==> src/logic/mode_ctl_cfg.svh <==
// Offsets, field positions and reset values of the mode control block.
// Operation
// - Reset clears the whole extended feature register.
// - Paging on with enable sets active.
// - Paging off while active clears active.
// - Checks on writes touching enable bits.
// - Enable change with paging on faults.
// - Paging on, enable set, extension off faults.
// - Clearing extension while active faults.
// - Activation with long code segment faults.
// - Activation with 16-bit task segment faults.
// - Long one, size zero: 64-bit mode.
// - Prefixes change operand and address sizes.
// - Long zero: compatibility, size bit picks width.
// - Long and size both one reserved.
// - Compatibility keeps extended translation and traps.
// - Legacy base writes touch low half only.
// - Extra registers kept; lost via legacy mode.
// - Protection enable write enters privilege zero.
// - Descriptor table registers untouched on activation.
// - Paging enable clear after reset.
// - Paging needs protection enable, now or before.
// - Protection enable is bit zero.
`ifndef MODE_CTL_CFG_SVH
`define MODE_CTL_CFG_SVH

// ==========================================================================
// Register byte addresses
`define ADDR_PRIMARY 12'h000
`define ADDR_FEATURE 12'h004
`define ADDR_EXT 12'h008
`define ADDR_BASE_LO 12'h00c
`define ADDR_BASE_HI 12'h010
`define ADDR_SEG 12'h014
`define ADDR_STATUS 12'h018
`define ADDR_PREFIX 12'h01c

// ==========================================================================
// Field positions
`define BIT_PE 0
`define BIT_PG 31
`define BIT_PAE 5
`define BIT_LME 8
`define BIT_LMA 10
`define BIT_SEG_L 0
`define BIT_SEG_D 1
`define BIT_TASK16 2
`define BIT_PFX_OP64 0
`define BIT_PFX_OP16 1
`define BIT_PFX_AD32 2

// ==========================================================================
// Reset values
`define RST_PRIMARY 32'h0000_0000
`define RST_FEATURE 32'h0000_0000
`define RST_EXT 32'h0000_0000
`define RST_BASE 32'h0000_0000

`endif

==> src/logic/mode_ctl_pkg.sv <==
// Types shared by the mode control block.
package mode_ctl_pkg;
  typedef enum logic [2:0] {
    mode_real,
    mode_protected,
    mode_legacy_paged,
    mode_compat,
    mode_long64,
    mode_reserved
  } op_mode_t;

  typedef enum logic [1:0] {
    size_16,
    size_32,
    size_64
  } op_size_t;
endpackage

==> src/logic/mode_decode.sv <==
// Code segment decode into execution mode and operand and address sizes.
`timescale 1ns/10ps
module mode_decode
(
  // Mode state
  input wire logic prot_on,
  input wire logic paging_on,
  input wire logic ext_active,
  // Code segment bits
  input wire logic seg_long,
  input wire logic seg_default,
  // Prefix overrides
  input wire logic pfx_op64,
  input wire logic pfx_op16,
  input wire logic pfx_ad32,
  // Decoded outputs
  output mode_ctl_pkg::op_mode_t mode,
  output mode_ctl_pkg::op_size_t op_size,
  output mode_ctl_pkg::op_size_t addr_size
);
  // ==========================================================================
  // Decode
  wire long64 = ext_active && seg_long && !seg_default;
  wire reserved_enc = ext_active && seg_long && seg_default;
  wire def32 = seg_default;

  // Mode select; without the extended mode the code segment long bit is ignored.
  always_comb
  begin
    op_size = def32 ? mode_ctl_pkg::size_32 : mode_ctl_pkg::size_16;
    addr_size = def32 ? mode_ctl_pkg::size_32 : mode_ctl_pkg::size_16;
    if (!prot_on)
    begin
      mode = mode_ctl_pkg::mode_real;
      op_size = mode_ctl_pkg::size_16;
      addr_size = mode_ctl_pkg::size_16;
    end
    else if (reserved_enc)
      mode = mode_ctl_pkg::mode_reserved;
    else if (long64)
    begin
      mode = mode_ctl_pkg::mode_long64;
      op_size = mode_ctl_pkg::size_32;
      addr_size = mode_ctl_pkg::size_64;
      if (pfx_op64)
        op_size = mode_ctl_pkg::size_64;
      else if (pfx_op16)
        op_size = mode_ctl_pkg::size_16;
      if (pfx_ad32)
        addr_size = mode_ctl_pkg::size_32;
    end
    else if (ext_active)
      mode = mode_ctl_pkg::mode_compat;
    else if (paging_on)
      mode = mode_ctl_pkg::mode_legacy_paged;
    else
      mode = mode_ctl_pkg::mode_protected;
  end
endmodule

==> src/logic/mode_ctl.sv <==
// Operating mode control registers with extended mode consistency checks over APB.
`timescale 1ns/10ps
`include "mode_ctl_cfg.svh"
module mode_ctl
(
  // Clock and reset
  input wire logic core_clk,
  input wire logic rst,
  // APB slave
  input wire logic psel,
  input wire logic penable,
  input wire logic pwrite,
  input wire logic [11:0] paddr,
  input wire logic [31:0] pwdata,
  output logic [31:0] prdata,
  output logic pready,
  output logic pslverr,
  // Mode status
  output logic gp_fault,
  output logic ext_mode_active,
  output mode_ctl_pkg::op_mode_t cur_mode,
  output mode_ctl_pkg::op_size_t cur_op_size,
  output mode_ctl_pkg::op_size_t cur_addr_size,
  output logic [1:0] current_privilege_level,
  output logic translate_extended,
  output logic extra_regs_valid
);
  // ==========================================================================
  // State
  logic [31:0] primary_control_reg;
  logic [31:0] feature_control_reg;
  logic [31:0] ext_feature_reg;
  logic [63:0] page_table_base_reg;
  logic [2:0] seg_reg;
  logic [2:0] prefix_reg;
  logic [31:0] prdata_reg;
  logic pready_reg;
  logic pslverr_reg;
  logic gp_reg;
  logic gp_sticky_reg;
  logic [1:0] cpl_reg;
  logic extra_valid_reg;
  logic left_ext_reg;
  mode_ctl_pkg::op_mode_t mode_reg;
  mode_ctl_pkg::op_size_t op_size_reg;
  mode_ctl_pkg::op_size_t addr_size_reg;
  mode_ctl_pkg::op_mode_t mode_next;
  mode_ctl_pkg::op_size_t op_size_next;
  mode_ctl_pkg::op_size_t addr_size_next;

  // ==========================================================================
  // APB decode; the slave answers one cycle into the access phase, so every
  // transfer has exactly one wait state.
  wire access = psel && penable && !pready_reg;
  wire wr = access && pwrite;
  wire hit_primary = paddr == `ADDR_PRIMARY;
  wire hit_feature = paddr == `ADDR_FEATURE;
  wire hit_ext = paddr == `ADDR_EXT;
  wire hit_base_lo = paddr == `ADDR_BASE_LO;
  wire hit_base_hi = paddr == `ADDR_BASE_HI;
  wire hit_seg = paddr == `ADDR_SEG;
  wire hit_status = paddr == `ADDR_STATUS;
  wire hit_prefix = paddr == `ADDR_PREFIX;
  wire mapped = hit_primary || hit_feature || hit_ext || hit_base_lo || hit_base_hi
    || hit_seg || hit_status || hit_prefix;

  // ==========================================================================
  // Current and proposed mode-control bits
  wire pe_now = primary_control_reg[`BIT_PE];
  wire pg_now = primary_control_reg[`BIT_PG];
  wire pae_now = feature_control_reg[`BIT_PAE];
  wire lme_now = ext_feature_reg[`BIT_LME];
  wire lma_now = ext_feature_reg[`BIT_LMA];
  wire pe_new = hit_primary ? pwdata[`BIT_PE] : pe_now;
  wire pg_new = hit_primary ? pwdata[`BIT_PG] : pg_now;
  wire pae_new = hit_feature ? pwdata[`BIT_PAE] : pae_now;
  wire lme_new = hit_ext ? pwdata[`BIT_LME] : lme_now;
  wire pg_rise = !pg_now && pg_new;
  wire pg_fall = pg_now && !pg_new;
  wire activate = pg_rise && lme_now;

  // ==========================================================================
  // Consistency checks
  // checks on enable-bit writes
  wire touches = wr && (hit_primary || hit_feature || hit_ext);
  wire chk_lme = hit_ext && (lme_new != lme_now) && pg_now;
  wire chk_pae_first = pg_rise && lme_now && !pae_now;
  wire chk_pae_clear = lma_now && pae_now && !pae_new;
  wire chk_seg_long = activate && seg_reg[`BIT_SEG_L];
  wire chk_task16 = activate && seg_reg[`BIT_TASK16];
  wire chk_pg_pe = pg_new && !pe_new && hit_primary;
  wire check_fail = touches && (chk_lme || chk_pae_first || chk_pae_clear || chk_seg_long
    || chk_task16 || chk_pg_pe);
  wire commit = wr && !check_fail;

  // ==========================================================================
  // Read multiplexer; unused bits of the segment, prefix and status words read as zero.
  wire [31:0] status_word = {23'h000000, extra_valid_reg, gp_sticky_reg, cpl_reg,
    translate_extended, addr_size_reg, op_size_reg};
  wire [31:0] rd_mux = hit_primary ? primary_control_reg :
    hit_feature ? feature_control_reg :
    hit_ext ? ext_feature_reg :
    hit_base_lo ? page_table_base_reg[31:0] :
    hit_base_hi ? page_table_base_reg[63:32] :
    hit_seg ? {29'h00000000, seg_reg} :
    hit_status ? status_word :
    hit_prefix ? {29'h00000000, prefix_reg} : 32'h0000_0000;

  // ==========================================================================
  // Decoder for execution mode and default sizes.
  mode_decode u_decode
  (
    .prot_on(pe_now),
    .paging_on(pg_now),
    .ext_active(lma_now),
    .seg_long(seg_reg[`BIT_SEG_L]),
    .seg_default(seg_reg[`BIT_SEG_D]),
    .pfx_op64(prefix_reg[`BIT_PFX_OP64]),
    .pfx_op16(prefix_reg[`BIT_PFX_OP16]),
    .pfx_ad32(prefix_reg[`BIT_PFX_AD32]),
    .mode(mode_next),
    .op_size(op_size_next),
    .addr_size(addr_size_next)
  );

  // ==========================================================================
  // Primary control register.
  always_ff @(posedge core_clk)
  begin
    if (rst)
      primary_control_reg <= `RST_PRIMARY;
    else if (commit && hit_primary)
      primary_control_reg <= pwdata;
  end

  // Feature control register.
  always_ff @(posedge core_clk)
  begin
    if (rst)
      feature_control_reg <= `RST_FEATURE;
    else if (commit && hit_feature)
      feature_control_reg <= pwdata;
  end

  // Extended feature register; the active bit is hardware owned, so a
  // software write cannot forge it.
  always_ff @(posedge core_clk)
  begin
    if (rst)
      ext_feature_reg <= `RST_EXT;
    else if (commit && hit_ext)
      ext_feature_reg <= {pwdata[31:`BIT_LMA + 1], lma_now, pwdata[`BIT_LMA - 1:0]};
    else if (commit && hit_primary && activate)
      ext_feature_reg[`BIT_LMA] <= 1'b1;
    else if (commit && hit_primary && pg_fall && lma_now)
      ext_feature_reg[`BIT_LMA] <= 1'b0;
  end

  // Page table base; the upper half is writable only once the mode is active.
  always_ff @(posedge core_clk)
  begin
    if (rst)
      page_table_base_reg <= {`RST_BASE, `RST_BASE};
    else if (wr && hit_base_lo)
      page_table_base_reg[31:0] <= pwdata;
    else if (wr && hit_base_hi && lma_now)
      page_table_base_reg[63:32] <= pwdata;
  end

  // Code segment and prefix state supplied by the execution side.
  // descriptor state untouched by activation
  always_ff @(posedge core_clk)
  begin
    if (rst)
    begin
      seg_reg <= 3'h0;
      prefix_reg <= 3'h0;
    end
    else
    begin
      if (wr && hit_seg)
        seg_reg <= pwdata[2:0];
      if (wr && hit_prefix)
        prefix_reg <= pwdata[2:0];
    end
  end

  // ==========================================================================
  // Privilege level: entering protected mode starts at level zero.
  always_ff @(posedge core_clk)
  begin
    if (rst)
      cpl_reg <= 2'h0;
    else if (commit && hit_primary && pwdata[`BIT_PE] && !pe_now)
      cpl_reg <= 2'h0;
  end

  // Extra register validity: kept through compatibility mode, lost once
  // the core drops to legacy or real mode.
  always_ff @(posedge core_clk)
  begin
    if (rst)
    begin
      extra_valid_reg <= 1'b0;
      left_ext_reg <= 1'b0;
    end
    else if (mode_reg == mode_ctl_pkg::mode_long64)
    begin
      extra_valid_reg <= !left_ext_reg || extra_valid_reg;
      left_ext_reg <= 1'b0;
    end
    else if (!lma_now)
    begin
      extra_valid_reg <= 1'b0;
      left_ext_reg <= 1'b1;
    end
  end

  // ==========================================================================
  // Registered outputs and fault pulse; a new fault outranks the sticky clear.
  always_ff @(posedge core_clk)
  begin
    if (rst)
    begin
      gp_reg <= 1'b0;
      gp_sticky_reg <= 1'b0;
      mode_reg <= mode_ctl_pkg::mode_real;
      op_size_reg <= mode_ctl_pkg::size_16;
      addr_size_reg <= mode_ctl_pkg::size_16;
    end
    else
    begin
      gp_reg <= check_fail;
      if (check_fail)
        gp_sticky_reg <= 1'b1;
      else if (wr && hit_status)
        gp_sticky_reg <= 1'b0;
      mode_reg <= mode_next;
      op_size_reg <= op_size_next;
      addr_size_reg <= addr_size_next;
    end
  end

  // APB answer registers.
  always_ff @(posedge core_clk)
  begin
    if (rst)
    begin
      pready_reg <= 1'b0;
      pslverr_reg <= 1'b0;
      prdata_reg <= 32'h0000_0000;
    end
    else
    begin
      pready_reg <= access;
      pslverr_reg <= access && (!mapped || check_fail);
      prdata_reg <= (access && !pwrite) ? rd_mux : 32'h0000_0000;
    end
  end

  assign translate_extended = lma_now;
  assign prdata = prdata_reg;
  assign pready = pready_reg;
  assign pslverr = pslverr_reg;
  assign gp_fault = gp_reg;
  assign ext_mode_active = ext_feature_reg[`BIT_LMA];
  assign cur_mode = mode_reg;
  assign cur_op_size = op_size_reg;
  assign cur_addr_size = addr_size_reg;
  assign current_privilege_level = cpl_reg;
  assign extra_regs_valid = extra_valid_reg;
endmodule

==> config.mk <==
export PLATFORM = sky130hd
export DESIGN_NAME = mode_ctl
export DESIGN_NICKNAME = d
export VERILOG_FILES = /design/src/logic/mode_ctl_pkg.sv /design/src/logic/mode_decode.sv /design/src/logic/mode_ctl.sv
export VERILOG_INCLUDE_DIRS = /design/src /design/src/logic
export SDC_FILE = /design/constraint.sdc
export NUM_CORES = 1
export LEC_CHECK = 0
export BUFFER_PORTS_ARGS = -buffer_cell sky130_fd_sc_hd__buf_4
export CAP_MARGIN = 10
export CORE_MARGIN = 4
export CORE_UTILIZATION = 58
export CTS_CLUSTER_DIAMETER = 50
export DETAILED_ROUTE_END_ITERATION = 16
export PLACE_DENSITY = 0.87
export SKIP_LAST_GASP = 1
export SLEW_MARGIN = 20
export SYNTH_ARGS = -nofsm -noshare
export SYNTH_HDL_FRONTEND = slang
export SYNTH_SLANG_ARGS = --single-unit
==> constraint.sdc <==
create_clock -name core_clk -period 3 [get_ports core_clk]
set_clock_uncertainty 0.2 [all_clocks]
set_input_delay 0.45 -clock core_clk [delete_from_list [all_inputs] [get_ports core_clk]]
set_output_delay 0.45 -clock core_clk [all_outputs]
set_load 0.005 [all_outputs]
Word level (Yosys, flattened, before mapping)
Index checks and enable logic that the tools add are counted.
Operators by class
  muxes and demuxes: 30
  eq/ne operators: 10
  bitwise logic cells: 4
  reduce and logical (&&, ||, !) cells: 69
Operators with widths (number)
  32-bit 2-to-1 mux: 5
  12-bit by 5-bit == test with 1-bit output, second input constant: 4
  1-bit logical AND: 35
  12-bit by 4-bit == test with 1-bit output, second input constant: 2
  9-bit 2-to-1 mux: 2
  1-bit logical OR: 14
  2-bit 2-to-1 mux: 7
  12-bit by 3-bit == test with 1-bit output, second input constant: 1
  12-bit zero test: 1
  1-bit 2-to-1 mux: 12
  3-bit 2-to-1 mux: 4
  1-bit zero test: 11
  2-bit OR reduction: 3
  1-bit inverter: 4
  2-bit AND reduction: 2
  2-bit nonzero test: 2
  4-bit OR reduction: 1
  3-bit == test, second input constant: 1
  2-bit by 1-bit != test with 1-bit output, second input constant: 1
  1-bit != test: 1
Word-level totals
  word-level logic and storage cells: 132
  output and inout bits: 47
  bits of input ports: 49
  register bits after elaboration: 211

Logic depth before layout (Yosys ltp)
Gate-level depths: netlist of the first run.
  depth in word-level cells: 18
  mapped depth: 9
  depth with buffers taken out: 5

By module
From an unflattened synthesis of the first run, not the netlist that was laid out.
Second synthesis, totals
  cells, all modules: 1017
  area total of the unflattened synthesis: 9158.8 µm²
Modules (own cells, without submodules)
  mode_ctl: instances 1, sequential area each 4224.1 µm², area each 9058.7 µm², cells each 1004
  mode_decode: instances 1, sequential area each 0.0 µm², area each 100.1 µm², cells each 13

Least setup slack after synthesis of the first run
No wires, ideal clock.
  path kind: input-to-reg
  from: input paddr[11]
  to: register primary_control_reg[10]
  required time: 2.668 ns
  buffers on the path: 2
  setup time: 0.132 ns
  arrival: 2.170 ns
  slack: 0.498 ns
  cell stages on the path: 7
  cells stage by stage: or4_4 -> buf_6 -> nor4_2 -> o211ai_1 -> clkbuf_1 -> o31ai_1 -> a21oi_1
Between the ends
  longest elaborated chain between the ends: 14
  elaborated cells on any way between the ends: 32
  classes of those cells: 3 x eq/ne; 4 x mux; 25 x reduce/logical
Ends and longest elaborated chain
  start: declaration: RTL line mode_ctl.sv:13  | input wire logic [11:0] paddr,
  12-bit by 4-bit == test with 1-bit output (no line) or 12-bit zero test (tied branches)
  1-bit 2-to-1 mux, on equally long branches: RTL line mode_ctl.sv:77, mode_ctl.sv:75
  1-bit != test or 1-bit logical AND (tied branches): RTL line mode_ctl.sv:86, mode_ctl.sv:78
  1-bit logical AND, on equally long branches: RTL line mode_ctl.sv:86, mode_ctl.sv:80, mode_ctl.sv:87
  1-bit logical AND, on equally long branches: RTL line mode_ctl.sv:86, mode_ctl.sv:87
  1-bit logical OR (3 in series): RTL line mode_ctl.sv:92  | wire check_fail = touches && (chk_lme || chk_pae_first || chk_pae_clear || chk_seg_long
  1-bit logical OR (2 in series): RTL line mode_ctl.sv:93  | || chk_task16 || chk_pg_pe);
  1-bit logical AND: RTL line mode_ctl.sv:92
  1-bit zero test: RTL line mode_ctl.sv:94  | wire commit = wr && !check_fail;
  1-bit logical AND: RTL line mode_ctl.sv:94
  1-bit logical AND *
  end signal: assignment: RTL line mode_ctl.sv:131  | primary_control_reg <= `RST_PRIMARY;
  end signal: assignment: RTL line mode_ctl.sv:133  | primary_control_reg <= pwdata;
  end: declaration: RTL line mode_ctl.sv:30  | logic [31:0] primary_control_reg;
Every way passes the cells marked *; elsewhere a longest branch is shown, timed or not.
A chain may end at the register's enable or synchronous reset.

Worst setup path after layout of the first run
  from: register ext_feature_reg[8]
  to: register primary_control_reg[29]
Between the ends
  longest elaborated chain between the ends: 13
  elaborated cells on any way between the ends: 17
  classes of those cells: 1 x eq/ne; 1 x mux; 15 x reduce/logical
Ends and longest elaborated chain
  start: declaration: RTL line mode_ctl.sv:32  | logic [31:0] ext_feature_reg;
  start signal: assignment: RTL line mode_ctl.sv:150  | ext_feature_reg <= `RST_EXT;
  start signal: assignment: RTL line mode_ctl.sv:152  | ext_feature_reg <= {pwdata[31:`BIT_LMA + 1], lma_now, pwdata[`BIT_LMA - 1:0]};
  1-bit 2-to-1 mux: RTL line mode_ctl.sv:77  | wire lme_new = hit_ext ? pwdata[`BIT_LME] : lme_now;
  1-bit != test: RTL line mode_ctl.sv:86  | wire chk_lme = hit_ext && (lme_new != lme_now) && pg_now;
  1-bit logical AND (2 in series): RTL line mode_ctl.sv:86
  1-bit logical OR (3 in series): RTL line mode_ctl.sv:92
  1-bit logical OR * (2 in series): RTL line mode_ctl.sv:93
  1-bit logical AND *: RTL line mode_ctl.sv:92
  1-bit zero test *: RTL line mode_ctl.sv:94
  1-bit logical AND *: RTL line mode_ctl.sv:94
  1-bit logical AND *
Marks and branches as above.

==> metrics list, run 1 <==
* Outcome: completed
* Switching Share: 21.6%
* Wire length per cell: 20.0 µm
* Count of vias placed by the detailed router: 8790
* Post-synthesis simple-gate area fraction: 20.7%
- LEAKAGE: 3.53 nW
- Cell internal power was estimated by the tool at 4.70 mW.
* CTS Buf Count: 22
- Number of gates given a new drive strength after cts: 0
* Residual overflow from global routing: 0
- Hold bufs inserted after CTS: 0
* # rows: 44
* Pre-CTS setup slack: 0.183 ns
- Entering global routing, the biggest net connects 116 pins.
* Die extent in y: 130 µm
- Compound-gate portion of the synthesized area: 24.3%
- CTS built an H-tree with a depth of 1.
- Critical path required time: 3.22 ns
* Total of flip-flops plus latches after synthesis: 211
* Setup repair after global routing missed its margin: no
- Area share of the largest cell type after synthesis: 48.7%
- The first detailed-routing pass took 5 iterations.
* Global routing usage summed across all routing layers: 31.2%
* Mux share of post-synthesis cell area: 1.31%
* Floorplan die width: 130 µm
- The largest total area in the synthesized netlist belongs to sky130_fd_sc_hd__dfxtp_1.
- TritonCTS built the clock tree.
- At the pin with the least slew margin, the transition time is 0.867 ns.
- The tightest min-delay check is of the in -> reg type.
- The first global-routing pass estimated 42700 µm of wire.
- Top fanout value on the critical path: 17
- VDD IR-drop max: 518 µV
- After synthesis, the largest family of logic cells by area is compound AO/OA/AOI/OAI gates.
* Post-synthesis instance area: 8680 µm²
- In this run the post-CTS setup repair buffer count came out at 0.
* Slew headroom: 42.2%
- Setup Viol. Count Final: 0
- Clock slew seen by the registers of the worst setup and hold paths: 0.06 ns
* Total number of yosys warnings: 0
- Number of buffers inserted by port buffering: 93
- The area growth from synthesis to layout is 21.2%.
- Clock latency of the later-clocked register in the worst-skew pair: 0.50 ns
* Core ar.: 14600 µm²
* Number of hold-slack violations in the final timing report: 0
- Kind of critical path: reg -> reg
- In the synthesized netlist, the number of instances is 1069.
- Sum of routed wire length over all layers: 27000 µm
* Area of the die: 17000 µm²
- The tree is rooted in a sky130_fd_sc_hd__clkbuf_16.
* Worst-case reg-to-reg path depth: 6
- Relative contribution of combinational cells to total power: 3.7%
- Along the worst hold path, the cell count comes to 3.
- Routability-driven placement finished with a final weighted congestion of 0.933.
- Once the floorplan was initialized, standard cells occupied 59.5% of the core.
- Ports placed on the boundary: 96
* Post-synthesis sequential area ratio: 48.7%
- After layout, the minimum clock period comes to 2.46 ns.
- The number of antenna diodes in the final layout is 0.
- Yosys mapped a number of flops with a built-in enable equal to 0.
- For this design the total switching power over the nets is 1.29 mW.
- NumNets Final: 1195
- Placed insts: 1306
* Number of clock sinks: 211
* Crit share post-route: 81.8%
- Among all flip-flop cells after synthesis, the most frequent one is sky130_fd_sc_hd__dfxtp_1.
- Each instance of the synthesized netlist takes up on average 8.12 µm².
* Post-route setup slack: 0.545 ns
- # DRC: 0
* Unique cell type count in the Yosys netlist: 58
- Capturing element type of the critical path: register
- Top cells by area, synth: sky130_fd_sc_hd__dfxtp_1 (49%), sky130_fd_sc_hd__nand2_1 (12%), sky130_fd_sc_hd__a21oi_1 (12%), sky130_fd_sc_hd__clkbuf_1 (3.2%), sky130_fd_sc_hd__o31ai_1 (2.9%)
* Number of maximum-capacitance violations: 0
- For this design the ratio of total power to cell area is 570 nW/µm².
- Number of antenna violations at the first check in global routing: 0
* Average via count per standard cell: 6.53
- No sink is reached through more buffers than the 3 on the longest clock path.
- Share of the synthesized netlist area taken by xor and xnor gates: 0.101%
* Via count of the first global-routing pass: 8549
* Post-detailed-route count of antenna-violating nets: 0
- After routing, the total negative slack on setup checks comes to 0 ns.
- Data on the critical path arrives at its endpoint at 2.68 ns.
- Leaving out filler cells and counting taps, the final layout contains 1346.
- Number of max-slew violations in the final report: 0
* Area share of fa/ha/maj cells after synthesis: 0%
- Derived from the worst setup path, the maximum achievable clock frequency is 0.407 GHz.
- The register with the most flip-flops in the layout has 64 of them.
- Sequential cells account for 46.7% of the total power.
- Once detailed placement completed, the half-perimeter wirelength came to 16400 µm.
- DRC violation total after the first TritonRoute iteration: 1399
* Proportion of layout cells with a drive suffix above 1: 17.6%
* Clock Power Share: 49.6%
- Startpoint type of the worst setup path: register
- Post-synthesis async set-or-reset flop share: 0%
[logic make-up after synthesis]
kind of cell | Yosys count
mux | 10
other cells | 1
flops | 211
compound gates | 356
xor+xnor | 1
buf+inv | 100
simple gates | 390
[layout by cell type, fill, tap and decap left out, types with 3 or more instances in the layout]
cell type / instances
sky130_fd_sc_hd__nand2b_1: 9
sky130_fd_sc_hd__clkbuf_16: 23
sky130_fd_sc_hd__nand3b_1: 3
sky130_fd_sc_hd__nor4_1: 6
sky130_fd_sc_hd__nor2_1: 17
sky130_fd_sc_hd__nand2_1: 275
sky130_fd_sc_hd__o22ai_1: 6
sky130_fd_sc_hd__a21o_1: 5
sky130_fd_sc_hd__o21ai_1: 10
sky130_fd_sc_hd__clkinv_2: 4
sky130_fd_sc_hd__a21oi_1: 201
sky130_fd_sc_hd__mux2i_1: 8
sky130_fd_sc_hd__a22o_1: 4
sky130_fd_sc_hd__or3_1: 4
sky130_fd_sc_hd__bufinv_16: 4
sky130_fd_sc_hd__nor3_1: 7
sky130_fd_sc_hd__or4_1: 3
sky130_fd_sc_hd__dfxtp_1: 211
sky130_fd_sc_hd__buf_12: 5
sky130_fd_sc_hd__buf_4: 140
sky130_fd_sc_hd__nand4_1: 37
sky130_fd_sc_hd__nand3_1: 4
sky130_fd_sc_hd__a22oi_1: 21
sky130_fd_sc_hd__inv_1: 5
sky130_fd_sc_hd__a221oi_1: 15
sky130_fd_sc_hd__clkbuf_8: 3
sky130_fd_sc_hd__nor3b_1: 3
sky130_fd_sc_hd__nor4_4: 5
sky130_fd_sc_hd__o31ai_1: 33
sky130_fd_sc_hd__o21ai_0: 34
sky130_fd_sc_hd__a32oi_1: 4
sky130_fd_sc_hd__a222oi_1: 6
[cell type report]
class / count / area, µm²
multi-input combinational: 759 / 4080
timing repair buffer: 146 / 1160
tap: 184 / 230
inverter: 6 / 22.5
fill: 1069 / 4070
sequential: 211 / 4220
clock inverter: 13 / 181
clock buffer: 27 / 621
[layer usage]
layer | share of wire (%) | GRT usage (%) | vias to the layer above
li1 | - | - | 3962
met1 | 38 | 40.4 | 4127
met2 | 47 | 49.8 | 596
met3 | 11 | 6.63 | 105
met4 | 4.0 | 14.8 | 0
met5 | 0 | 0 | -
[cell usage after synthesis, drive strengths merged (2+ instances only)]
master / count
nand2: 275
dfxtp: 211
a21oi: 202
clkbuf: 74
o21ai: 45
nand4: 37
o31ai: 33
a22oi: 21
buf: 20
nor2: 19
a221oi: 15
nor4: 13
nand2b: 9
nor3: 9
mux2i: 8
a222oi: 6
o22ai: 6
a21o: 5
inv: 5
a22o: 4
a32oi: 4
nand3: 4
or3: 4
or4: 4
nand3b: 3
nor3b: 3
o2111ai: 3
a31oi: 2
and2: 2
nor2b: 2
o211ai: 2
[power groups by stage]
stage | Clock [mW] | Sequential (mW) | Combinational [mW]
2_1_floorplan | 0 | 2.87 | 0.0952
3_3_place_gp | 0 | 2.87 | 0.209
3_5_place_dp | 0 | 2.87 | 0.211
4_1_cts | 2.98 | 2.80 | 0.213
5_1_grt | 3.11 | 2.80 | 0.233
6_report | 2.97 | 2.80 | 0.222
[worst paths after layout]
path | slack, ns | endpoint | start
worst max-delay path | 0.54 | primary_control_reg[29]$_SDFFE_PP0N_ | ext_feature_reg[8]$_SDFFE_PP0P_
worst min-delay path | 0.03 | page_table_base_reg[23]$_SDFFE_PP0P_ | pwdata[23]
worst max register to register | 0.54 | primary_control_reg[29]$_SDFFE_PP0N_ | ext_feature_reg[8]$_SDFFE_PP0P_
worst min register to register | 0.25 | feature_control_reg[18]$_SDFFE_PP0P_ | feature_control_reg[18]$_SDFFE_PP0P_
[metrics by stage]
| step | total power, mW | hold slack (ns) | util [%] | cell area [µm²] |
|---|---|---|---|---|
| after floorplan | 2.96 | 0.229 | - | 8680 |
| after global placement | 3.08 | 0.235 | 66.6 | 9710 |
| after detailed placement | 3.08 | 0.242 | 66.6 | 9710 |
| after CTS | 5.99 | 0.0203 | 72.1 | 10500 |
| after global routing | 6.14 | 0.0277 | 72.1 | 10500 |
| final | 6.00 | 0.0286 | 72.1 | 10500 |
[critical path, cell delays in order (launching register included)]
cell and delay, ns:
sky130_fd_sc_hd__dfxtp_1 0.45, sky130_fd_sc_hd__xor2_1 0.14, sky130_fd_sc_hd__and2_1 0.20, sky130_fd_sc_hd__a21oi_2 0.67, sky130_fd_sc_hd__buf_4 0.37, sky130_fd_sc_hd__nand4_1 0.15, sky130_fd_sc_hd__a21oi_1 0.19
Note: power is estimated with default switching activity, not from simulation.
==> run 2: changes to the inputs <==
--- a/config.mk
+++ b/config.mk
@@ -6,6 +6,7 @@
 export SDC_FILE = /design/constraint.sdc
 export NUM_CORES = 1
 export LEC_CHECK = 0
+export ABC_AREA = 1
 export BUFFER_PORTS_ARGS = -buffer_cell sky130_fd_sc_hd__buf_4
 export CAP_MARGIN = 10
 export CORE_MARGIN = 4
==> constraint.sdc (replaced) <==
create_clock -name core_clk -period 2.4 [get_ports core_clk]
set_clock_uncertainty 0.2 [all_clocks]
set_input_delay 0.36 -clock core_clk [delete_from_list [all_inputs] [get_ports core_clk]]
set_output_delay 0.36 -clock core_clk [all_outputs]
set_load 0.005 [all_outputs]
==> metrics list, run 2 <==
- The maximum fanout along the worst path came to 34 (was 17).
- The fill cell instance count of the final layout came to 1018 (was 1069).
- Dominant cell type by area after synthesis: sky130_fd_sc_hd__dfxtp_1 (unchanged)
* Worst-margin pin slew: 0.639 ns (was 0.867 ns)
* Number of antenna violations at the first check in global routing: 0 (unchanged)
* Number of cells produced by synthesis: 1138 (was 1069)
* # DRC: 0 (unchanged)
- The proportion of netlist area held by the largest area contributor is 48.8% (was 48.7%).
* Cell chosen for the clock root: sky130_fd_sc_hd__clkbuf_16 (unchanged)
- The count of final max-slew check failures is 0 (unchanged).
- NumNets Final: 1289 (was 1195)
* Number of gates given a new drive strength after cts: 0 (unchanged)
- Worst setup path startpoint: pwdata[8] (was ext_feature_reg[8]$_SDFFE_PP0P_)
- Max stage delay on crit path: 0.54 ns (was 0.67 ns)
- The post-CTS clock slew at the launch and capture registers of the worst setup and hold paths came to 0.06 ns (about the same).
- The global-route wire length before repair was 38400 µm (was 42700 µm).
* Buffer count from post-CTS setup fixing: 0 (unchanged)
- The final count of negative-setup-slack endpoints is 0 (unchanged).
- Worst hold-check path type: in -> reg (unchanged)
* Cell area power density: 688 nW/µm² (was 570 nW/µm²)
- Dominant cell by count in the synthesized netlist: sky130_fd_sc_hd__dfxtp_1 (was sky130_fd_sc_hd__nand2_1)
- Sum of routed wire length over all layers: 23000 µm (was 27000 µm)
- The number of buffers and inverters on the critical path was 4 (was 1).
- Via count of the first global-routing pass: 8054 (was 8549)
- The global placement routability congestion was 0.928 (was 0.933).
- The area used by multi-input combinational logic was 3450 µm² (was 4080 µm²).
- # rows: 44 (unchanged)
* Starting utilization of the core area: 59.4% (was 59.5%)
* Post-synthesis async set-or-reset flop share: 0% (unchanged)
- The tightest slew margin relative to the limit is 57.4% (was 42.2%).
- Global routing usage summed across all routing layers: 27.3% (was 31.2%)
- Worst-case reg-to-reg path depth: 12 (was 6)
- Total number of yosys warnings: 0 (unchanged)
* Capturing element type of the critical path: register (unchanged)
* Top_reg_cell synth: sky130_fd_sc_hd__dfxtp_1 (unchanged)
- The CTS H-tree depth is 1 (unchanged).
- The distinct cell type count after synthesis came to 38 (was 58).
- The maximum number of pins on one net before global-route repair is 166 (was 116).
- Post-synth EDFFs: 0 (unchanged)
* Startpoint type of the worst setup path: input pin (was register)
- The height of the die came to 130 µm (about the same).
- Floorplan die width: 130 µm (about the same)
- The insertion delay to the later sink of the worst-skew pair is 0.51 ns (was 0.50 ns).
- Crit share post-route: 94.3%
- Derived from the worst setup path, the maximum achievable clock frequency is 0.442 GHz.
- The terminus of the critical flop-to-flop path is ext_feature_reg[22]$_SDFFE_PP0P_ (was primary_control_reg[29]$_SDFFE_PP0N_).
- Antenna Cells: 0 (unchanged)
- Buffer depth of the longest clock path: 3 (unchanged)
* Number of buffers inserted by port buffering: 93 (unchanged)
* Number of hold-slack violations in the final timing report: 0 (unchanged)
* Most frequent standard cell in the layout excluding fill and tap cells: sky130_fd_sc_hd__dfxtp_1 (was sky130_fd_sc_hd__nand2_1)
- Critical path required time: 2.59 ns (was 3.22 ns)
- Area of the die: 17000 µm² (about the same)
* Core ar.: 14600 µm² (unchanged)
* VDD IR-drop max: 571 µV (was 518 µV)
- Number of maximum-capacitance violations: 0 (unchanged)
- DRC violation total after the first TritonRoute iteration: 768 (was 1399)
* Proportion of layout cells with a drive suffix above 1: 15.4% (was 17.6%)
* Area growth, synth to finish: 23.9% (was 21.2%)
- The global-route congestion overflow total was 0 (unchanged).
- Cells traversed along the worst timing path: dlygate4sd3_1 > buf_4 > o21ai_0 > nor2_1 > nand3_1 > nand2_1 > inv_2 > nand2_1 > nor2_4 > nand3_2 > buf_12 > o21ai_1 > a21oi_1 (was xor2_1 > and2_1 > a21oi_2 > buf_4 > nand4_1 > a21oi_1)
* Wire length per cell: 16.0 µm (was 20.0 µm)
- Worst reg2reg path startpoint: ext_feature_reg[8]$_SDFFE_PP0P_ (unchanged)
- Post-synthesis instance area: 8660 µm² (was 8680 µm²)
* Sequential Area: 4220 µm² (unchanged)
- The total via count in the routed design was 8173 (was 8790).
- Top cells by area, synth: sky130_fd_sc_hd__dfxtp_1 (49%), sky130_fd_sc_hd__a21oi_1 (11%), sky130_fd_sc_hd__o21ai_0 (9.9%), sky130_fd_sc_hd__inv_1 (6.8%), sky130_fd_sc_hd__o21ai_1 (4.8%) (was sky130_fd_sc_hd__dfxtp_1 (49%), sky130_fd_sc_hd__nand2_1 (12%), sky130_fd_sc_hd__a21oi_1 (12%), sky130_fd_sc_hd__clkbuf_1 (3.2%), sky130_fd_sc_hd__o31ai_1 (2.9%)).
* Number of clock sinks: 211 (unchanged)
* Most used standard cells in the synthesized netlist: sky130_fd_sc_hd__dfxtp_1 (211), sky130_fd_sc_hd__a21oi_1 (198), sky130_fd_sc_hd__o21ai_0 (172) (was sky130_fd_sc_hd__nand2_1 (275), sky130_fd_sc_hd__dfxtp_1 (211), sky130_fd_sc_hd__a21oi_1 (202))
- Fin util: 73.6% (was 72.1%)
- Kind of critical path: in -> reg (was reg -> reg)
- Outcome: completed (unchanged).
- The total leakage power was 4.10 nW (was 3.53 nW).
- Arrival time worst endpoint: 2.45 ns (was 2.68 ns)
- The number of nets with antenna violations after detailed routing is 0 (unchanged).
- Cell occurring most often along the worst timing path: sky130_fd_sc_hd__nand2_1
- Internal reg-to-reg setup slack: 0.31 ns (was 0.54 ns)
- Setup repair after global routing missed its margin: no (unchanged).
- Placed wire-length estimate: 13700 µm (was 16400 µm)
* CTS Buf Count: 22 (unchanged)
- Subtracting the final worst setup slack from the clock period gives 2.26 ns.
* Number of stages on the worst setup path: 13 (was 6)
* CTS tree: done (unchanged)
- Category of cells accounting for the largest share of critical-path delay: buffers and inverters (was compound AO/OA/AOI/OAI gates)
- Non-Filler Cell Area, Final: 10700 µm² (was 10500 µm²)
- The number of iterations in the first detailed-routing pass was 5 (unchanged).
- Number of flip-flops under the largest register name: 64 (unchanged)
* Post-synthesis sequential area ratio: 48.8% (was 48.7%)
- The total cell area at the placement stage came to 9630 µm² (was 9710 µm²).
- Slowest-stage cell, CP: sky130_fd_sc_hd__dlygate4sd3_1 (was sky130_fd_sc_hd__a21oi_2)
- Ports placed on the boundary: 96 (unchanged)
- Most used cells in the layout excluding fill and tap cells: sky130_fd_sc_hd__dfxtp_1 (211), sky130_fd_sc_hd__a21oi_1 (198), sky130_fd_sc_hd__o21ai_0 (172) (was sky130_fd_sc_hd__nand2_1 (275), sky130_fd_sc_hd__dfxtp_1 (211), sky130_fd_sc_hd__a21oi_1 (201))
- The timing endpoint of the critical path is ext_feature_reg[22]$_SDFFE_PP0P_ (was primary_control_reg[29]$_SDFFE_PP0N_).
- The synthesized flop and latch total came to 211 (unchanged).
- The number of vias per cell after detailed routing was 5.68 (was 6.53).
- Mean cell area of the mapped netlist: 7.61 µm² (was 8.12 µm²)
-- run 2: cell types whose count changed after synthesis, sizes merged, moves of 18 or more --
cell    change
nand2     -214
nand3      +18
inv       +157
a22oi      -20
nand4      -29
o31ai      -31
clkbuf     -23
o21ai     +210
nor2       +66
o211ai     +21
-- run 2: worst min-delay path by stage --
stage	depth (start not counted)	slack, ns	end	startpoint
final	5	0.07	pready$_SDFF_PP0_	penable
after global placement	1	0.22	extra_regs_valid$_SDFFE_PP0P_	left_ext_reg$_SDFFE_PP0N_
after CTS	5	0.04	pready$_SDFF_PP0_	penable
after detailed placement	2	0.23	primary_control_reg[22]$_SDFFE_PP0N_	primary_control_reg[22]$_SDFFE_PP0N_
after global routing	5	0.1	pready$_SDFF_PP0_	penable
after floorplan	1	0.21	extra_regs_valid$_SDFFE_PP0P_	left_ext_reg$_SDFFE_PP0N_
-- run 2: power by group --
part / switching (mW) / internal (mW) / leakage (nW)
clock: 1.43 / 2.15 / 0.378
sequential: 0.00109 / 3.50 / 1.70
combinational: 0.163 / 0.132 / 2.02
-- run 2: kinds of logic after synthesis --
| group | share of synthesized area, % |
|---|---|
| buf+inv | 11.6 |
| simple gates | 9.66 |
| other cells | 0.0433 |
| flops | 48.8 |
| compound gates | 30.0 |
-- run 2: metrics by stage --
stage / power [mW] / worst slack [ns] / std cells / TNS [ns] / hold slack [ns]
6_report: 7.39 / 0.137 / 1439 / 0 / 0.0746
5_1_grt: 7.60 / 0.0183 / 1439 / 0 / 0.0954
4_1_cts: 7.41 / 0.164 / 1439 / 0 / 0.0417
3_5_place_dp: 3.83 / -0.00790 / 1367 / -0.00790 / 0.233
3_3_place_gp: 3.82 / 0.0955 / 1367 / 0 / 0.217
2_1_floorplan: 3.70 / 0.459 / 1139 / 0 / 0.208
-- run 2: metal layers --
layer	vias up	routed length [µm]	track usage, %	part of all wire [%]
met2	374	11200	45.5	48
met1	3717	9390	34.6	41
met4	0	705	12.6	3.1
li1	4015	-	-	-
met3	67	1750	4.71	7.6
met5	-	0	0	0
-- run 2: what timing repair did --
item,4_1_cts,5_1_grt
hold buffers,33,0
setup endpoints to repair,0,0
endpoints found under the hold margin,146,0
-- run 2: cell type report --
type / count / share of cell area, %
clock buffer: 23 / 5.26
tap: 184 / 2.15
inverter: 164 / 5.78
timing repair buffer: 160 / 13.4
multi-input combinational: 681 / 32.2
sequential: 211 / 39.4
clock inverter: 16 / 1.90
-- run 2: worst min-delay path: cells and delay by family --
family                 cells  cell delay (ns)
and+or+nand+nor            3             0.15
buffers and inverters      2             0.21
==> run 3: changes to the inputs <==
--- a/config.mk
+++ b/config.mk
@@ -12,8 +12,10 @@
 export CORE_MARGIN = 4
 export CORE_UTILIZATION = 58
 export CTS_CLUSTER_DIAMETER = 50
+export CTS_CLUSTER_SIZE = 30
 export DETAILED_ROUTE_END_ITERATION = 16
 export PLACE_DENSITY = 0.87
+export RECOVER_POWER = 25
 export SKIP_LAST_GASP = 1
 export SLEW_MARGIN = 20
 export SYNTH_ARGS = -nofsm -noshare
==> metrics list, run 3 (synthesis gave the netlist of run 2 again) <==
* Capturing element type of the critical path: register (unchanged)
- The final cell count without fillers came to 1429 (was 1439).
- Number of buffers inserted by port buffering: 93 (unchanged)
- Crit share post-route: 96.7% (was 94.3%)
- The most common cell after layout, fill and taps aside is sky130_fd_sc_hd__dfxtp_1 (unchanged).
- The total clock buffers created by CTS came to 18 (was 22).
- The final net count is 1283 (was 1289).
- Sum of routed wire length over all layers: 22400 µm (was 23000 µm)
- Cell area power density: 651 nW/µm² (was 688 nW/µm²)
- The die width was 130 µm (unchanged).
- DRC violation total after the first TritonRoute iteration: 749 (was 768)
- Drt first pass iters: 5 (unchanged)
- Kind of critical path: in -> reg (unchanged)
- The number of global-route vias before repair is 7695 (was 8054).
- The launch point of the worst path is rst (was pwdata[8]).
- The maximum fanout along the worst path is 165 (was 34).
- Outcome: completed (unchanged).
- Residual overflow from global routing: 0 (unchanged)
- Post-route setup TNS: 0 ns (unchanged)
- Startpoint type of the worst setup path: input pin (unchanged)
- Core ar.: 14600 µm² (unchanged)
* Count of vias placed by the detailed router: 7987 (was 8173)
- The count of final max-slew check failures came to 0 (unchanged).
* Post-route setup slack: 0.0784 ns (was 0.137 ns)
- The maximum number of pins on one net before global-route repair is 166 (unchanged).
* # DRC: 0 (unchanged)
- Sequential Area: 4220 µm² (unchanged)
- The effective utilization at floorplan came to 59.4% (unchanged).
* Number of antenna violations at the first check in global routing: 0 (unchanged)
- Critical path required time: 2.57 ns (was 2.59 ns)
- Wire length of the first global-routing pass: 37300 µm (was 38400 µm)
- The peak supply drop came to 580 µV (was 571 µV).
* Setup repair after global routing missed its margin: no (unchanged)
- Post-detailed-route count of antenna-violating nets: 0 (unchanged)
- The placed cell count is 1367 (unchanged).
- The top-level port count is 96 (unchanged).
- The worst-case clock buffer depth was 3 (unchanged).
- Worst-margin pin slew: 0.647 ns (was 0.639 ns)
- Worst reg2reg path startpoint: feature_control_reg[5]$_SDFFE_PP0P_ (was ext_feature_reg[8]$_SDFFE_PP0P_)
* Buffer count from post-CTS setup fixing: 0 (unchanged)
- Most used cells in the layout excluding fill and tap cells: sky130_fd_sc_hd__dfxtp_1 (211), sky130_fd_sc_hd__a21oi_1 (198), sky130_fd_sc_hd__o21ai_0 (172) (unchanged).
* Area growth, synth to finish: 21.7% (was 23.9%)
- The total global routing track utilization came to 26.7% (was 27.3%).
* # rows: 44 (unchanged)
- Cells traversed along the worst timing path: dlygate4sd3_1 > clkbuf_1 > clkinvlp_2 > buf_12 > o21ai_1 > a21oi_1 (was dlygate4sd3_1 > buf_4 > o21ai_0 > nor2_1 > nand3_1 > nand2_1 > inv_2 > nand2_1 > nor2_4 > nand3_2 > buf_12 > o21ai_1 > a21oi_1).
- Proportion of layout cells with a drive suffix above 1: 14.1% (was 15.4%)
- Fillers: 1053 (was 1018)
- Time the final worst path needs with I/O delays and setup: 2.32 ns (was 2.26 ns)
- The final count of negative-setup-slack endpoints is 0 (unchanged).
- Number of clock sinks: 211 (unchanged)
- The worst-case setup slack after placement was -0.00790 ns (unchanged).
* Wire length per cell: 15.7 µm (was 16.0 µm)
* Multi-input gate area in the final layout: 3450 µm² (about the same)
- Number of maximum-capacitance violations: 0 (unchanged)
- The post-CTS clock slew at the launch and capture registers of the worst setup and hold paths came to 0.08 ns (was 0.06 ns).
- The global placement routability congestion is 0.928 (unchanged).
* Non-Filler Cell Area, Final: 10500 µm² (was 10700 µm²)
- The die area came to 17000 µm² (unchanged).
* Slowest-stage cell, CP: sky130_fd_sc_hd__dlygate4sd3_1 (unchanged)
- Cell chosen for the clock root: sky130_fd_sc_hd__clkbuf_16 (unchanged)
* Die extent in y: 130 µm (unchanged)
- Worst hold start: pwdata[0] (was penable)
- Category of cells accounting for the largest share of critical-path delay: buffers and inverters (unchanged)
- The total leakage power was 3.96 nW (was 4.10 nW).
* Placed wire-length estimate: 13700 µm (unchanged)
- Clock latency of the later-clocked register in the worst-skew pair: 0.49 ns (was 0.51 ns)
- Arrival time worst endpoint: 2.49 ns (was 2.45 ns)
* Fmax achieved: 0.431 GHz (was 0.442 GHz)
- CTS tree: done (unchanged)
* Antenna Cells: 0 (unchanged)
* Number of flip-flops under the largest register name: 64 (unchanged)
- The number of buffers and inverters on the critical path is 4 (unchanged).
- Average via count per standard cell: 5.59 (was 5.68)
* Max stage delay on crit path: 0.55 ns (was 0.54 ns)
* Number of hold-slack violations in the final timing report: 0 (unchanged)
- Internal reg-to-reg setup slack: 0.33 ns (was 0.31 ns)
* Placement Cell Area: 9630 µm² (unchanged)
- The type of the most critical hold path is in -> reg (unchanged).
- H-tree depth: 1 (unchanged)
- Slew headroom: 56.9% (was 57.4%)
[run 3: changes by cell type in the layout (fill, tap and decap cells not counted), moves of 2 or more]
cell                            change
sky130_fd_sc_hd__clkbuf_1           +8
sky130_fd_sc_hd__clkinv_2           -7
sky130_fd_sc_hd__clkbuf_16          -3
sky130_fd_sc_hd__bufinv_16          -3
sky130_fd_sc_hd__inv_8              +2
sky130_fd_sc_hd__clkinv_8           +2
sky130_fd_sc_hd__buf_4             -45
sky130_fd_sc_hd__clkbuf_4          +37
sky130_fd_sc_hd__dlygate4sd3_1      -2
[run 3: worst reg2reg max path, stage by stage (launching register included)]
cell	delay [ns]
sky130_fd_sc_hd__dfxtp_1	0.35
sky130_fd_sc_hd__inv_1	0.10
sky130_fd_sc_hd__nor3_1	0.27
sky130_fd_sc_hd__inv_1	0.07
sky130_fd_sc_hd__nand3_1	0.11
sky130_fd_sc_hd__nand2_1	0.10
sky130_fd_sc_hd__nor2_4	0.15
sky130_fd_sc_hd__nand3_2	0.15
sky130_fd_sc_hd__buf_12	0.20
sky130_fd_sc_hd__o21ai_1	0.18
sky130_fd_sc_hd__a21oi_1	0.08
[run 3: area by class of cell]
class                      instances  share of cell area (%)
timing repair buffer             158                    13.1
clock inverter                    12                    1.51
clock buffer                      19                    4.51
tap                              184                    2.18
sequential                       211                    40.1
multi-input combinational        681                    32.7
inverter                         164                    5.89
[run 3: metrics by stage]
step	hold WS [ns]	total power, mW	util, %
2_1_floorplan	0.208	3.70	-
3_3_place_gp	0.217	3.82	66.0
3_5_place_dp	0.233	3.83	66.0
4_1_cts	0.00115	6.91	72.5
5_1_grt	0.0281	7.08	72.3
6_report	0.00748	6.86	72.3
[run 3: path summary, 6_finish.rpt]
| path | cells past startpoint | endpoint |
|---|---|---|
| min reg2reg | 1 | cur_addr_size[1]$_SDFF_PP0_ |
| min | 3 | primary_control_reg[0]$_SDFFE_PP0N_ |
| max | 6 | ext_feature_reg[31]$_SDFFE_PP0P_ |
| max reg2reg | 10 | ext_feature_reg[31]$_SDFFE_PP0P_ |
[run 3: where the power goes]
| group | total, mW | internal [mW] | switching [mW] |
|---|---|---|---|
| registers | 3.50 | 3.50 | 0.00108 |
| clock network | 3.08 | 1.64 | 1.44 |
| logic | 0.289 | 0.128 | 0.161 |
| total | 6.86 | 5.26 | 1.60 |
[run 3: what timing repair did]
item / CTS / global route
resized for setup: 0 / 0
hold buffers: 31 / 0
endpoints found under the hold margin: 117 / 0
[run 3: metal layers]
layer  vias to the layer above  share of wire [%]  track usage, %
li1                       3995                  -               -
met1                      3594                 41            34.0
met2                       328                 48            45.4
met3                        70                6.9            4.13
met4                         0                3.5            11.0
met5                         -                  0               0
